File: config.mk
export PLATFORM = sky130hd
export DESIGN_NAME = twm_timer
export DESIGN_NICKNAME = d
export VERILOG_FILES = /design/src/core/twm_pkg.sv /design/src/core/twm_timer.sv
export VERILOG_INCLUDE_DIRS = /design/src /design/src/core
export SDC_FILE = /design/constraint.sdc
export NUM_CORES = 1
export LEC_CHECK = 0
export BUFFER_PORTS_ARGS = -buffer_cell sky130_fd_sc_hd__buf_2
export CELL_PAD_IN_SITES_DETAIL_PLACEMENT = 0
export CELL_PAD_IN_SITES_GLOBAL_PLACEMENT = 2
export CORE_ASPECT_RATIO = 2
export CORE_UTILIZATION = 38
export CTS_CLUSTER_SIZE = 8
export DETAILED_ROUTE_END_ITERATION = 8
export PLACE_DENSITY = 0.95
export SYNTH_ARGS = -nofsm -noshare
export SYNTH_HDL_FRONTEND = slang
export SYNTH_SLANG_ARGS = --single-unit
File: constraint.sdc
create_clock -name core_clk -period 6.46 [get_ports core_clk]
set_clock_uncertainty 0.2 [all_clocks]
set_input_delay 0.323 -clock core_clk [delete_from_list [all_inputs] [get_ports core_clk]]
set_output_delay 0.323 -clock core_clk [all_outputs]
set_load 0.02 [all_outputs]
File: src/core/twm_cfg.svh
// Constants for the timer waveform block: register offsets, field positions,
// reset values and prescaler taps. Definitions only.
`ifndef TWM_CFG_SVH
`define TWM_CFG_SVH

`define TWM_OFS_CTRL_A 8'h00
`define TWM_OFS_CTRL_B 8'h04
`define TWM_OFS_COUNT 8'h08
`define TWM_OFS_CMP_A 8'h0C
`define TWM_OFS_CMP_B 8'h10
`define TWM_OFS_FLAGS 8'h14

`define TWM_CTRL_A_RST 8'h00
`define TWM_CTRL_A_RMASK 8'hF3
`define TWM_BYTE_ZERO 8'h00
`define TWM_BYTE_ONE 8'h01
`define TWM_BYTE_MAX 8'hFF

`define TWM_A_ACT_HI 7
`define TWM_A_ACT_LO 6
`define TWM_B_ACT_HI 5
`define TWM_B_ACT_LO 4
`define TWM_WS_LOW_HI 1
`define TWM_WS_LOW_LO 0
`define TWM_FORCE_A_BIT 7
`define TWM_FORCE_B_BIT 6
`define TWM_WS_HIGH_BIT 3
`define TWM_CS_HI 2
`define TWM_CS_LO 0
`define TWM_WRAP_BIT 1
`define TWM_MATCH_A_BIT 2
`define TWM_MATCH_B_BIT 3

`define TWM_ACT_OFF 2'h0
`define TWM_ACT_TOGGLE 2'h1
`define TWM_ACT_CLEAR 2'h2
`define TWM_ACT_SET 2'h3

`define TWM_MODE_NORMAL 3'h0
`define TWM_MODE_PC_MAX 3'h1
`define TWM_MODE_CTC 3'h2
`define TWM_MODE_FAST_MAX 3'h3
`define TWM_MODE_PC_CMP 3'h5
`define TWM_MODE_FAST_CMP 3'h7

`define TWM_CS_STOP 3'h0
`define TWM_CS_DIV1 3'h1
`define TWM_CS_DIV8 3'h2
`define TWM_CS_DIV64 3'h3
`define TWM_CS_DIV256 3'h4
`define TWM_CS_DIV1024 3'h5
`define TWM_CS_EXT_FALL 3'h6
`define TWM_CS_EXT_RISE 3'h7

`define TWM_PRE_W 10
`define TWM_PRE_MASK8 10'h007
`define TWM_PRE_MASK64 10'h03F
`define TWM_PRE_MASK256 10'h0FF
`define TWM_PRE_MASK1024 10'h3FF

`define TWM_HTRANS_NONSEQ_BIT 1

`endif

File: src/core/twm_pkg.sv
// Types shared by the timer waveform block.
// Assumes twm_cfg.svh holds the numeric constants.
package twm_pkg;
	typedef enum logic {TWM_DIR_UP, TWM_DIR_DOWN} twm_dir_t;
	typedef logic [1:0] twm_action_t;
	typedef logic [2:0] twm_mode_t;
	typedef logic [7:0] twm_byte_t;
endpackage

File: src/core/twm_timer.sv
// 8-bit timer/counter with two waveform outputs, AHB-Lite register slave.
// Assumes a single 25 MHz core_clk, a synchronous reset and one AHB master.
//
// Notes on behaviour
// Codes 1 and 5 give phase-correct PWM
// Phase-correct counts up to top, then down
// Count holds top for exactly one tick
// Phase-correct wrap flag set at zero
// Code 10: clear up-match, set down-match
// Code 11: set up-match, clear down-match
// Channel A code 01 toggles if high bit
// Channel B code 01 reserved in PWM
// Compare zero low, maximum high, inverted opposite
// Symmetry transitions without a compare match
// Nonzero action overrides port; direction still needed
// Non-PWM codes: off, toggle, clear, set
// Fast PWM: match clears/sets, top sets/clears
// Compare equal top ignored, act at top
// Three-bit select chooses mode and top
// Compare update timing and wrap flag point
// Phase-correct period is 510 ticks
// Tick is a clock enable only
// Control A bits 3:2 read zero
// Select high bit in control B bit 3
// Compare every tick, one-tick match events; code skips the tick after a count write
`timescale 1ns/1ps
`include "twm_cfg.svh"

module twm_timer
(
	input wire logic core_clk,
	input wire logic rst,
	input wire logic hsel,
	input wire logic [7:0] haddr,
	input wire logic [1:0] htrans,
	input wire logic hwrite,
	input wire logic [2:0] hsize,
	input wire logic [31:0] hwdata,
	input wire logic hready,
	output logic hreadyout,
	output logic [31:0] hrdata,
	output logic hresp,
	input wire logic ext_clk_pin,
	input wire logic port_a_data,
	input wire logic port_a_dir,
	input wire logic port_b_data,
	input wire logic port_b_dir,
	output logic pin_a_out,
	output logic pin_a_oe,
	output logic pin_b_out,
	output logic pin_b_oe,
	output logic wrap_flag,
	output logic match_a_flag,
	output logic match_b_flag
);
	import twm_pkg::*;

	////////////////////////////////////////////////////////////////////////////
	// Register state

	twm_action_t output_a_action;
	twm_action_t output_b_action;
	logic [1:0] waveform_select_low;
	logic waveform_select_high;
	logic [2:0] clock_select_q;
	twm_byte_t count_value;
	twm_byte_t cmp_buf_q [2];
	twm_byte_t cmp_act_q [2];
	logic wrap_q;
	logic [1:0] match_q;
	logic block_q;
	twm_dir_t dir_q;
	logic [1:0] wave_q;

	logic ph_valid_q;
	logic ph_write_q;
	logic [7:0] ph_addr_q;
	logic wr_en;
	logic [7:0] wbyte;
	logic [31:0] rd_d;

	////////////////////////////////////////////////////////////////////////////
	// AHB-Lite slave, zero wait states, always OKAY

	assign hreadyout = 1'b1;
	assign hresp = 1'b0;
	assign wr_en = ph_valid_q && ph_write_q;
	assign wbyte = hwdata[7:0];

	always_ff @(posedge core_clk)
	begin
		if (rst)
		begin
			ph_valid_q <= 1'b0;
			ph_write_q <= 1'b0;
			ph_addr_q <= `TWM_BYTE_ZERO;
		end
		else if (hready)
		begin
			ph_valid_q <= hsel && htrans[`TWM_HTRANS_NONSEQ_BIT];
			ph_write_q <= hwrite;
			ph_addr_q <= haddr;
		end
	end

	// reserved bits read zero
	always_comb
	begin
		rd_d = 32'h0000_0000;
		case (haddr)
			`TWM_OFS_CTRL_A: rd_d[7:0] = {output_a_action, output_b_action, 2'b00,
				waveform_select_low};
			`TWM_OFS_CTRL_B: rd_d[7:0] = {4'h0, waveform_select_high, clock_select_q};
			`TWM_OFS_COUNT: rd_d[7:0] = count_value;
			`TWM_OFS_CMP_A: rd_d[7:0] = cmp_buf_q[0];
			`TWM_OFS_CMP_B: rd_d[7:0] = cmp_buf_q[1];
			`TWM_OFS_FLAGS: rd_d[7:0] = {4'h0, match_q[1], match_q[0], wrap_q, 1'b0};
			default: rd_d = 32'h0000_0000;
		endcase
	end

	// Read data captured in the address phase
	always_ff @(posedge core_clk)
	begin
		if (rst)
			hrdata <= 32'h0000_0000;
		else if (hready && hsel && htrans[`TWM_HTRANS_NONSEQ_BIT] && !hwrite)
			hrdata <= rd_d;
	end

	// writes to reserved bits dropped
	always_ff @(posedge core_clk)
	begin
		if (rst)
		begin
			output_a_action <= `TWM_ACT_OFF;
			output_b_action <= `TWM_ACT_OFF;
			waveform_select_low <= 2'b00;
		end
		else if (wr_en && ph_addr_q == `TWM_OFS_CTRL_A)
		begin
			output_a_action <= wbyte[`TWM_A_ACT_HI:`TWM_A_ACT_LO];
			output_b_action <= wbyte[`TWM_B_ACT_HI:`TWM_B_ACT_LO];
			waveform_select_low <= wbyte[`TWM_WS_LOW_HI:`TWM_WS_LOW_LO];
		end
	end

	// select high bit in control B
	always_ff @(posedge core_clk)
	begin
		if (rst)
		begin
			waveform_select_high <= 1'b0;
			clock_select_q <= `TWM_CS_STOP;
		end
		else if (wr_en && ph_addr_q == `TWM_OFS_CTRL_B)
		begin
			waveform_select_high <= wbyte[`TWM_WS_HIGH_BIT];
			clock_select_q <= wbyte[`TWM_CS_HI:`TWM_CS_LO];
		end
	end

	////////////////////////////////////////////////////////////////////////////
	// Mode decode and prescaler

	twm_mode_t mode;
	logic is_pc;
	logic is_fast;
	logic is_pwm;
	logic is_reserved;
	logic [`TWM_PRE_W-1:0] pre_q;
	logic ext_s1_q;
	logic ext_s2_q;
	logic ext_s3_q;
	logic tick;
	twm_byte_t top;
	logic at_top;
	logic at_bottom;
	logic [1:0] force_stb;

	// mode select
	assign mode = {waveform_select_high, waveform_select_low};
	// phase-correct codes
	assign is_pc = (mode == `TWM_MODE_PC_MAX) || (mode == `TWM_MODE_PC_CMP);
	assign is_fast = (mode == `TWM_MODE_FAST_MAX) || (mode == `TWM_MODE_FAST_CMP);
	assign is_pwm = is_pc || is_fast;
	assign is_reserved = waveform_select_high && !waveform_select_low[0];
	// turn-around per mode
	assign top = (mode == `TWM_MODE_CTC || mode == `TWM_MODE_PC_CMP ||
		mode == `TWM_MODE_FAST_CMP) ? cmp_act_q[0] : `TWM_BYTE_MAX;

	always_ff @(posedge core_clk)
	begin
		if (rst)
			pre_q <= '0;
		else
			pre_q <= pre_q + `TWM_PRE_W'(1);
	end

	always_ff @(posedge core_clk)
	begin
		if (rst)
		begin
			ext_s1_q <= 1'b0;
			ext_s2_q <= 1'b0;
			ext_s3_q <= 1'b0;
		end
		else
		begin
			ext_s1_q <= ext_clk_pin;
			ext_s2_q <= ext_s1_q;
			ext_s3_q <= ext_s2_q;
		end
	end

	// tick is an enable on core_clk
	always_comb
	begin
		case (clock_select_q)
			`TWM_CS_DIV1: tick = 1'b1;
			`TWM_CS_DIV8: tick = (pre_q & `TWM_PRE_MASK8) == `TWM_PRE_MASK8;
			`TWM_CS_DIV64: tick = (pre_q & `TWM_PRE_MASK64) == `TWM_PRE_MASK64;
			`TWM_CS_DIV256: tick = (pre_q & `TWM_PRE_MASK256) == `TWM_PRE_MASK256;
			`TWM_CS_DIV1024: tick = pre_q == `TWM_PRE_MASK1024;
			`TWM_CS_EXT_FALL: tick = ext_s3_q && !ext_s2_q;
			`TWM_CS_EXT_RISE: tick = !ext_s3_q && ext_s2_q;
			default: tick = 1'b0;
		endcase
	end

	assign at_top = tick && (count_value == top);
	assign at_bottom = tick && (count_value == `TWM_BYTE_ZERO);
	assign force_stb[0] = wr_en && ph_addr_q == `TWM_OFS_CTRL_B && wbyte[`TWM_FORCE_A_BIT];
	assign force_stb[1] = wr_en && ph_addr_q == `TWM_OFS_CTRL_B && wbyte[`TWM_FORCE_B_BIT];

	////////////////////////////////////////////////////////////////////////////
	// Counter

	// up then down, R3 one tick at top, R17 510 ticks at 0xFF
	always_ff @(posedge core_clk)
	begin
		if (rst)
		begin
			count_value <= `TWM_BYTE_ZERO;
			dir_q <= TWM_DIR_UP;
			block_q <= 1'b0;
		end
		else if (wr_en && ph_addr_q == `TWM_OFS_COUNT)
		begin
			count_value <= wbyte;
			block_q <= 1'b1;
		end
		else if (tick)
		begin
			block_q <= 1'b0;
			if (is_reserved)
				count_value <= count_value;
			else if (is_pc)
			begin
				if (top == `TWM_BYTE_ZERO)
				begin
					count_value <= `TWM_BYTE_ZERO;
					dir_q <= TWM_DIR_UP;
				end
				else if (dir_q == TWM_DIR_UP && count_value >= top)
				begin
					count_value <= count_value - `TWM_BYTE_ONE;
					dir_q <= TWM_DIR_DOWN;
				end
				else if (dir_q == TWM_DIR_DOWN && count_value == `TWM_BYTE_ZERO)
				begin
					count_value <= `TWM_BYTE_ONE;
					dir_q <= TWM_DIR_UP;
				end
				else if (dir_q == TWM_DIR_UP)
					count_value <= count_value + `TWM_BYTE_ONE;
				else
					count_value <= count_value - `TWM_BYTE_ONE;
			end
			else
			begin
				dir_q <= TWM_DIR_UP;
				if (mode != `TWM_MODE_NORMAL && count_value == top)
					count_value <= `TWM_BYTE_ZERO;
				else
					count_value <= count_value + `TWM_BYTE_ONE;
			end
		end
	end

	////////////////////////////////////////////////////////////////////////////
	// Flags

	logic [1:0] match_ev;
	logic wrap_ev;

	// wrap point per mode
	always_comb
	begin
		if (is_pc)
			wrap_ev = at_bottom;
		else if (mode == `TWM_MODE_FAST_CMP)
			wrap_ev = at_top;
		else if (is_reserved)
			wrap_ev = 1'b0;
		else
			wrap_ev = tick && count_value == `TWM_BYTE_MAX;
	end

	// Set wins over write-one-to-clear
	always_ff @(posedge core_clk)
	begin
		if (rst)
		begin
			wrap_q <= 1'b0;
			match_q <= 2'b00;
		end
		else
		begin
			wrap_q <= wrap_ev || (wrap_q && !(wr_en && ph_addr_q == `TWM_OFS_FLAGS &&
				wbyte[`TWM_WRAP_BIT]));
			match_q[0] <= match_ev[0] || (match_q[0] && !(wr_en &&
				ph_addr_q == `TWM_OFS_FLAGS && wbyte[`TWM_MATCH_A_BIT]));
			match_q[1] <= match_ev[1] || (match_q[1] && !(wr_en &&
				ph_addr_q == `TWM_OFS_FLAGS && wbyte[`TWM_MATCH_B_BIT]));
		end
	end

	assign wrap_flag = wrap_q;
	assign match_a_flag = match_q[0];
	assign match_b_flag = match_q[1];

	////////////////////////////////////////////////////////////////////////////
	// Compare units and waveform outputs, one per channel

	logic [1:0] connected;

	for (genvar ch = 0; ch < 2; ch++)
	begin : g_chan
		twm_action_t act;
		logic cmp_wr;
		logic cmp_eq_top;
		logic up_match;
		logic up_res;
		logic toggle_ok;

		assign act = (ch == 0) ? output_a_action : output_b_action;
		assign cmp_wr = wr_en && ph_addr_q == ((ch == 0) ? `TWM_OFS_CMP_A : `TWM_OFS_CMP_B);
		// compare on every tick, except the first tick after a count write and in reserved modes
		assign match_ev[ch] = tick && !block_q && !is_reserved &&
			count_value == cmp_act_q[ch];
		assign cmp_eq_top = cmp_act_q[ch] == top;
		assign up_match = dir_q == TWM_DIR_UP || count_value == `TWM_BYTE_ZERO;
		assign up_res = act == `TWM_ACT_SET;
		// channel A toggle needs high bit; R8 channel B never
		assign toggle_ok = (ch == 0) && waveform_select_high;
		// nonzero action takes the pin, except a reserved PWM toggle (no toggle_ok)
		assign connected[ch] = act != `TWM_ACT_OFF &&
			!(is_pwm && act == `TWM_ACT_TOGGLE && !toggle_ok);

		always_ff @(posedge core_clk)
		begin
			if (rst)
				cmp_buf_q[ch] <= `TWM_BYTE_ZERO;
			else if (cmp_wr)
				cmp_buf_q[ch] <= wbyte;
		end

		// immediate in non-PWM, at top in PWM
		always_ff @(posedge core_clk)
		begin
			if (rst)
				cmp_act_q[ch] <= `TWM_BYTE_ZERO;
			else if (!is_pwm)
				cmp_act_q[ch] <= cmp_wr ? wbyte : cmp_buf_q[ch];
			else if (at_top)
				cmp_act_q[ch] <= cmp_buf_q[ch];
		end

		always_ff @(posedge core_clk)
		begin
			if (rst)
				wave_q[ch] <= 1'b0;
			else if (!is_pwm)
			begin
				// non-PWM actions, also forced strobes
				if (match_ev[ch] || force_stb[ch])
				begin
					case (act)
						`TWM_ACT_TOGGLE: wave_q[ch] <= !wave_q[ch];
						`TWM_ACT_CLEAR: wave_q[ch] <= 1'b0;
						`TWM_ACT_SET: wave_q[ch] <= 1'b1;
						default: wave_q[ch] <= wave_q[ch];
					endcase
				end
			end
			else if (act == `TWM_ACT_TOGGLE)
			begin
				// toggle on match
				if (toggle_ok && match_ev[ch])
					wave_q[ch] <= !wave_q[ch];
			end
			else if (act[1])
			begin
				if (is_fast)
				begin
					// top action, match ignored when equal top
					if (at_top)
						wave_q[ch] <= !up_res;
					else if (match_ev[ch] && !cmp_eq_top)
						wave_q[ch] <= up_res;
				end
				else
				begin
					// symmetry and equal-top handling at top, R9 extremes
					if (at_top)
						wave_q[ch] <= (cmp_buf_q[ch] == top) ? !up_res : up_res;
					// direction-dependent match action
					else if (match_ev[ch])
						wave_q[ch] <= up_match ? up_res : !up_res;
				end
			end
		end
	end

	// pin driver still follows direction bit
	always_ff @(posedge core_clk)
	begin
		if (rst)
		begin
			pin_a_out <= 1'b0;
			pin_b_out <= 1'b0;
			pin_a_oe <= 1'b0;
			pin_b_oe <= 1'b0;
		end
		else
		begin
			pin_a_out <= connected[0] ? wave_q[0] : port_a_data;
			pin_b_out <= connected[1] ? wave_q[1] : port_b_data;
			pin_a_oe <= port_a_dir;
			pin_b_oe <= port_b_dir;
		end
	end
endmodule

* Word level (Yosys, flattened, before mapping)
Memories as Yosys holds them, arrays and structs flattened.
Index checks and enable logic that the tools add are counted.
** Operators by class
- $add $sub $neg :: 3
- Div/mod/pow operators :: 0
- Multiplexer cells :: 71
- $lt $le $gt $ge :: 1
- Shift-type cells :: 0
- Equal/unequal tests :: 50
- Bitwise logic cells :: 9
- Reductions and logical operators :: 85
- Multipliers :: 0
** Operators by type and width (number)
- $mux 8 :: 18
- $eq 8x8->1 :: 7
- $mux 1 :: 49
- $pmux 8 s6 :: 1
- $logic_and 1x1->1 :: 40
- $eq 8x4->1 const B :: 4
- $eq 8x5->1 const B :: 4
- $logic_not 8->1 :: 4
- $eq 3x3->1 const B :: 7
- $logic_not 1->1 :: 18
- $eq 8x3->1 const B :: 2
- $eq 8x8->1 const B :: 2
- $eq 3x2->1 const B :: 4
- $reduce_and 6->1 :: 2
- $logic_or 1x1->1 :: 11
- $add 10x1->10 const B :: 1
- $eq 10x10->1 const B :: 1
- $ne 5x2->1 const B :: 2
- $reduce_bool 2->1 :: 5
- $add 8x1->8 const B :: 1
- $eq 2x2->1 const B :: 4
- $ge 8x8->1 :: 1
- $ne 4x2->1 const B :: 2
- $reduce_bool 4->1 :: 2
- 15 further kinds :: 27
** Word-level totals
- Memories :: 2
- RAM bits :: 32
- Word-level logic and storage cells :: 245
- Bits in registers :: 60
- Latch bits :: 0
- Memory bits (read-only) :: 0
- Output and inout bits :: 41
- Input port bits :: 55
** Memories
- cmp_act_q :: depth 2, width 8, read ports 2, clocked after memory_dff 0, wr ports 2, RTL line twm_timer.sv:68 : twm_byte_t cmp_act_q [2];
- cmp_buf_q :: depth 2, width 8, read ports 2, clocked after memory_dff 0, wr ports 2, RTL line twm_timer.sv:67 : twm_byte_t cmp_buf_q [2];

* Longest topological paths before layout
- Depth in word-level cells :: 13
- Gate-level depth with buffers :: 14

* Least setup slack after synthesis
OpenSTA, ideal clock, no wires.
- Kind :: reg-to-reg
- Start :: reg waveform_select_high, in the netlist g_chan[0].toggle_ok
- End :: reg count_value[3]
- Library setup time :: 0.112 ns
- Stages on the path, launching flop included :: 14
- Path buffers :: 2
- Clock period less this slack :: 3.242 ns
- Setup slack :: 3.218 ns
- Arrival :: 2.930 ns
- Cells stage by stage :: dfxtp_1 -> buf_6 -> nor3b_4 -> nor2_2 -> or2_2 -> ha_1 -> nand2b_1 -> a21o_1 -> a211oi_1 -> o21a_1 -> buf_2 -> mux2i_1 -> o31a_1 -> a2111oi_1
** On the way
- Longest elaborated chain between the ends :: 12
** RTL lines
- from (decl) :: RTL line twm_timer.sv:64 : logic waveform_select_high;
- from (signal assigned) :: RTL line twm_timer.sv:158 : waveform_select_high <= wbyte[`TWM_WS_HIGH_BIT];
- $eq 3x2->1 (no line) or $eq 3x3->1 (tied branches)
- $logic_or 1x1->1 (no line) (2 in a row)
- $mux 8 (no line)
- $ge 8x8->1 :: RTL line twm_timer.sv:265 : else if (dir_q == TWM_DIR_UP && count_value >= top)
- $logic_and 1x1->1 :: RTL line twm_timer.sv:265
- $mux 8 :: RTL line twm_timer.sv:265
- $mux 8 :: RTL line twm_timer.sv:260 : if (top == `TWM_BYTE_ZERO)
- $mux 8 :: RTL line twm_timer.sv:258 : else if (is_pc)
- $mux 8 :: RTL line twm_timer.sv:256 : if (is_reserved)
- $mux 8 :: RTL line twm_timer.sv:253 : else if (tick)
- $mux 8 :: RTL line twm_timer.sv:248 : else if (wr_en && ph_addr_q == `TWM_OFS_COUNT)
- to (signal assigned) :: RTL line twm_timer.sv:250 : count_value <= wbyte;
- to (signal assigned) :: RTL line twm_timer.sv:257 : count_value <= count_value;
- to (signal assigned) :: RTL line twm_timer.sv:262 : count_value <= `TWM_BYTE_ZERO;
- to (decl) :: RTL line twm_timer.sv:66 : twm_byte_t count_value;
Parallel ways exist; a longest one is shown, timed or not. The select of a mux whose other input is x is not followed.
A chain may end at the register's enable or synchronous reset.

==> results.txt <==
----------------------------------------------------
[Global route]
  Number of global-route vias before repair ... 5,530
  Largest net degree at the start of global routing ... 55
  Total GRT Usage ... 23.7%
  Global-route wire length before repair ... 31,400 µm
  Total grt overflow ... 0
  Number of antenna violations at the first check in global routing ... 0

[Placed design]
  Gpl congestion ... 0.887
  Worst slack, placed ... 2.19 ns
  Number of buffer cells added on primary ports ... 41
  HPWL after DPL ... approximately 15,000 µm

[Clock tree]
  Number of levels the H-tree was split into ... 3
  Clock root cell ... sky130_fd_sc_hd__clkbuf_16
  Clock Path Buffers ... 2
  TritonCTS clock tree ... built
  CTS buffer count ... 9
  Buffer count from post-CTS setup fixing ... 0
  Clock slew at the register clock pins of the worst setup and hold paths ... 0.06 ns
  Clock latency on the worst-skew pair ... approximately 0.36 ns
  Sinks on Clock Net ... a little over 90
  Post-cts sizing count ... 0

[STA]
  Highest clock rate ... 234 MHz
  Final period demand of the worst path ... between 4 and 5 ns
  Post-route worst setup slack ... roughly 2.2 ns
  RSZ-0062 raised after global routing ... false
  Hold Vio Cnt, Final ... 0
  Final setup violating endpoints ... 0
  Final critical-path share of the clock period ... 66.1%
  Final number of max-transition violations ... 0
  Slew at the pin closest to its max-slew limit ... 0.891 ns
  Aggregate negative setup slack ... 0 ns
  Max-slew headroom at the worst pin ... 40.1%

[Floorplan]
  Floorplan die area ... 17,800 µm²
  Ports placed on the boundary ... 96
  CORE AREA ... roughly 17,000 µm²
  Initial core utilization ... 39.0%
  Height of the die ... 187 µm
  Site Rows ... 67
  Die boundary width ... 94.7 µm

[Synthesis]
  Mean cell area of the mapped netlist ... 8.65 µm²
  Number of different library cells in the post-synthesis netlist ... 92
  Top post-synthesis cells by count ... sky130_fd_sc_hd__nor2_1 (107), sky130_fd_sc_hd__dfxtp_1 (60), sky130_fd_sc_hd__mux2i_1 (47)
  Top cells by area, synth ... sky130_fd_sc_hd__dfxtp_1 (18%), sky130_fd_sc_hd__edfxtp_1 (15%), sky130_fd_sc_hd__mux2i_1 (7.2%)
  Instance count of the mapped netlist ... 755
  Number of enable-type register cells in the synthesized netlist ... 32
  Yosys top cell by area ... sky130_fd_sc_hd__dfxtp_1
  Warning count from the yosys run ... 0
  Top_reg_cell synth ... sky130_fd_sc_hd__dfxtp_1
  FF+latch count, synth ... 92
  Sequential area share after synthesis ... 33.1%
  Cell Area, Synth ... between 6000 and 7000 µm²
  Share of flip-flops with an asynchronous set or reset ... 0%
  Cell with the most instances after synthesis ... sky130_fd_sc_hd__nor2_1
  Area share of the leading cell type in the synthesized netlist ... 18.4%

[Power and ir drop]
  Worst supply voltage drop on vdd ... 0.194 mV
  Power density over the cells ... 187 nW/µm²
  Post-route total power ... 1.30 mW
  Leak ... between 2 and 3 nW

[Worst setup path]
  Data arrival at the endpoint of the critical path ... 4.15 ns
  Buf/Inv on CP ... 0
  Required arrival time at the worst endpoint ... 6.34 ns
  Cell family with most CP delay ... simple AND/OR/NAND/NOR gates
  Library cell contributing the largest single delay on the critical path ... sky130_fd_sc_hd__dfxtp_1
  Worst-path maximum fanout ... 16
  Setup slack on the worst flop-to-flop path ... about 2.2 ns
  Sort of element at the end of the critical path ... register
  Critical path class ... register to register
  Worst setup SP type ... register
  Slowest cell delay on critical path ... 0.69 ns
  Cells along the critical path ... nor3b_4 > nor2_2 > or2_2 > ha_1 > nand4_1 > or2_2 > nor2_2 > a31oi_2 > mux2i_1 > nor2_1

[Run]
  Number of max-capacitance violations reported ... 0

[Run status]
  Run status ... finished clean

[Drt]
  Vias per cell ... 5.88
  Wirelength, routed ... 20,100 µm
  Number of optimization iterations in the first detailed-route pass ... 6
  Final routed wire length divided by cell count ... 20.6 µm
  Vias after detailed routing ... around 5,700
  DRC violation total after the first TritonRoute iteration ... 369
  Remaining DRCs ... 0
  Final ANT Viol Nets ... 0

[Finish]
  Fill cell total of the finished layout ... 1,725
  FF+latch area ... 2160 µm²
  Layout cell share with drive strength beyond 1 ... 13.1%
  Area taken by multi-input logic gates ... 3920 µm²
  Post-route core utilization ... 41.7%
  Final nets ... 838
  Area growth, synth to finish ... 7.11%
  Total inserted antenna cells ... 0

[Hold path]
  Path category of the worst min-delay check ... input port to register

----------------------------------------------------
registers in the layout, indices dropped and copies added, names as in the netlist, 2 cells and up:
name	count
cmp_act_q	16
cmp_buf_q	16
pre_q	10
count_value	8
hrdata	8
ph_addr_q	8
g_chan.act	4
clock_select_q	3
match_q	2
wave_q	2
waveform_select_low	2
cell type report:
class | instances | area share [%]
multi-input cells | 594 | 56.0
flip-flops and latches | 92 | 30.9
repair buffers | 54 | 4.47
well taps | 207 | 3.70
clock buffers | 10 | 3.27
clock inverters | 6 | 0.894
inverters | 14 | 0.751
where the power goes:
group / switching (mW) / internal [mW]
registers: 0.0285 / 0.613
logic: 0.0757 / 0.0417
clock network: 0.244 / 0.301
total: 0.349 / 0.956
metal layers:
metal  share of wire (%)  up-vias  track usage [%]  wire, µm
met5                   0        -                0         0
met4                 7.0        0             17.1      1410
met3                 3.9       62             3.13       782
met2                  53      199             41.8     10700
met1                  36     2758             25.0      7250
li1                    -     2729                -         -
stage by stage:
stage               std cells  instance area [µm²]  hold WS [ns]
floorplan                 779                 6620         0.214
global placement          957                 6670         0.222
detailed placement        957                 6670         0.228
CTS                       977                 7000       0.00318
global route              977                 7000        0.0281
finish                    977                 7000       0.00835
worst reg2reg max path: stages (launching register included):
cell                      delay [ns]
sky130_fd_sc_hd__dfxtp_1        0.69
sky130_fd_sc_hd__nor3b_4        0.47
sky130_fd_sc_hd__nor2_2         0.22
sky130_fd_sc_hd__or2_2          0.36
sky130_fd_sc_hd__ha_1           0.30
sky130_fd_sc_hd__nand4_1        0.15
sky130_fd_sc_hd__or2_2          0.37
sky130_fd_sc_hd__nor2_2         0.52
sky130_fd_sc_hd__a31oi_2        0.41
sky130_fd_sc_hd__mux2i_1        0.25
sky130_fd_sc_hd__nor2_1         0.05
layout by cell type (no fill, tap or decap), types with 20 or more instances in the layout:
cell | Yosys | routed
sky130_fd_sc_hd__nor2_1 | 107 | 107
sky130_fd_sc_hd__dfxtp_1 | 60 | 60
sky130_fd_sc_hd__mux2i_1 | 47 | 47
sky130_fd_sc_hd__nand2_1 | 45 | 45
sky130_fd_sc_hd__buf_2 | 5 | 41
sky130_fd_sc_hd__a21oi_1 | 37 | 37
sky130_fd_sc_hd__edfxtp_1 | 32 | 32
sky130_fd_sc_hd__nor3_1 | 28 | 28
sky130_fd_sc_hd__conb_1 | 2 | 26
sky130_fd_sc_hd__nand3_1 | 22 | 22
sky130_fd_sc_hd__and2_1 | 20 | 20
sky130_fd_sc_hd__o21ai_0 | 20 | 20
kinds of logic after synthesis:
logic type	synth area share (%)
AND/OR/NAND/NOR	25.4
XOR/XNOR	4.56
AO/OA/AOI/OAI	16.7
buffers and inverters	8.29
multiplexers	8.41
flip-flops	33.1
other	0.115
adder cells (fa/ha/maj)	3.45
worst paths after layout:
kind	startpoint	endpoint	cells after the start
max	waveform_select_low[1]	cmp_act_q[1][5]	10
min	hwrite	ph_write_q	3
max reg2reg	waveform_select_low[1]	cmp_act_q[1][5]	10
min reg2reg	ext_s1_q	ext_s2_q	1
timing repair:
action	4_1_cts	5_1_grt
hold buffers	4	0
setup endpoints to repair	0	0
hold endpoints to repair	4	0
Note: power is estimated with default switching activity, not from simulation.
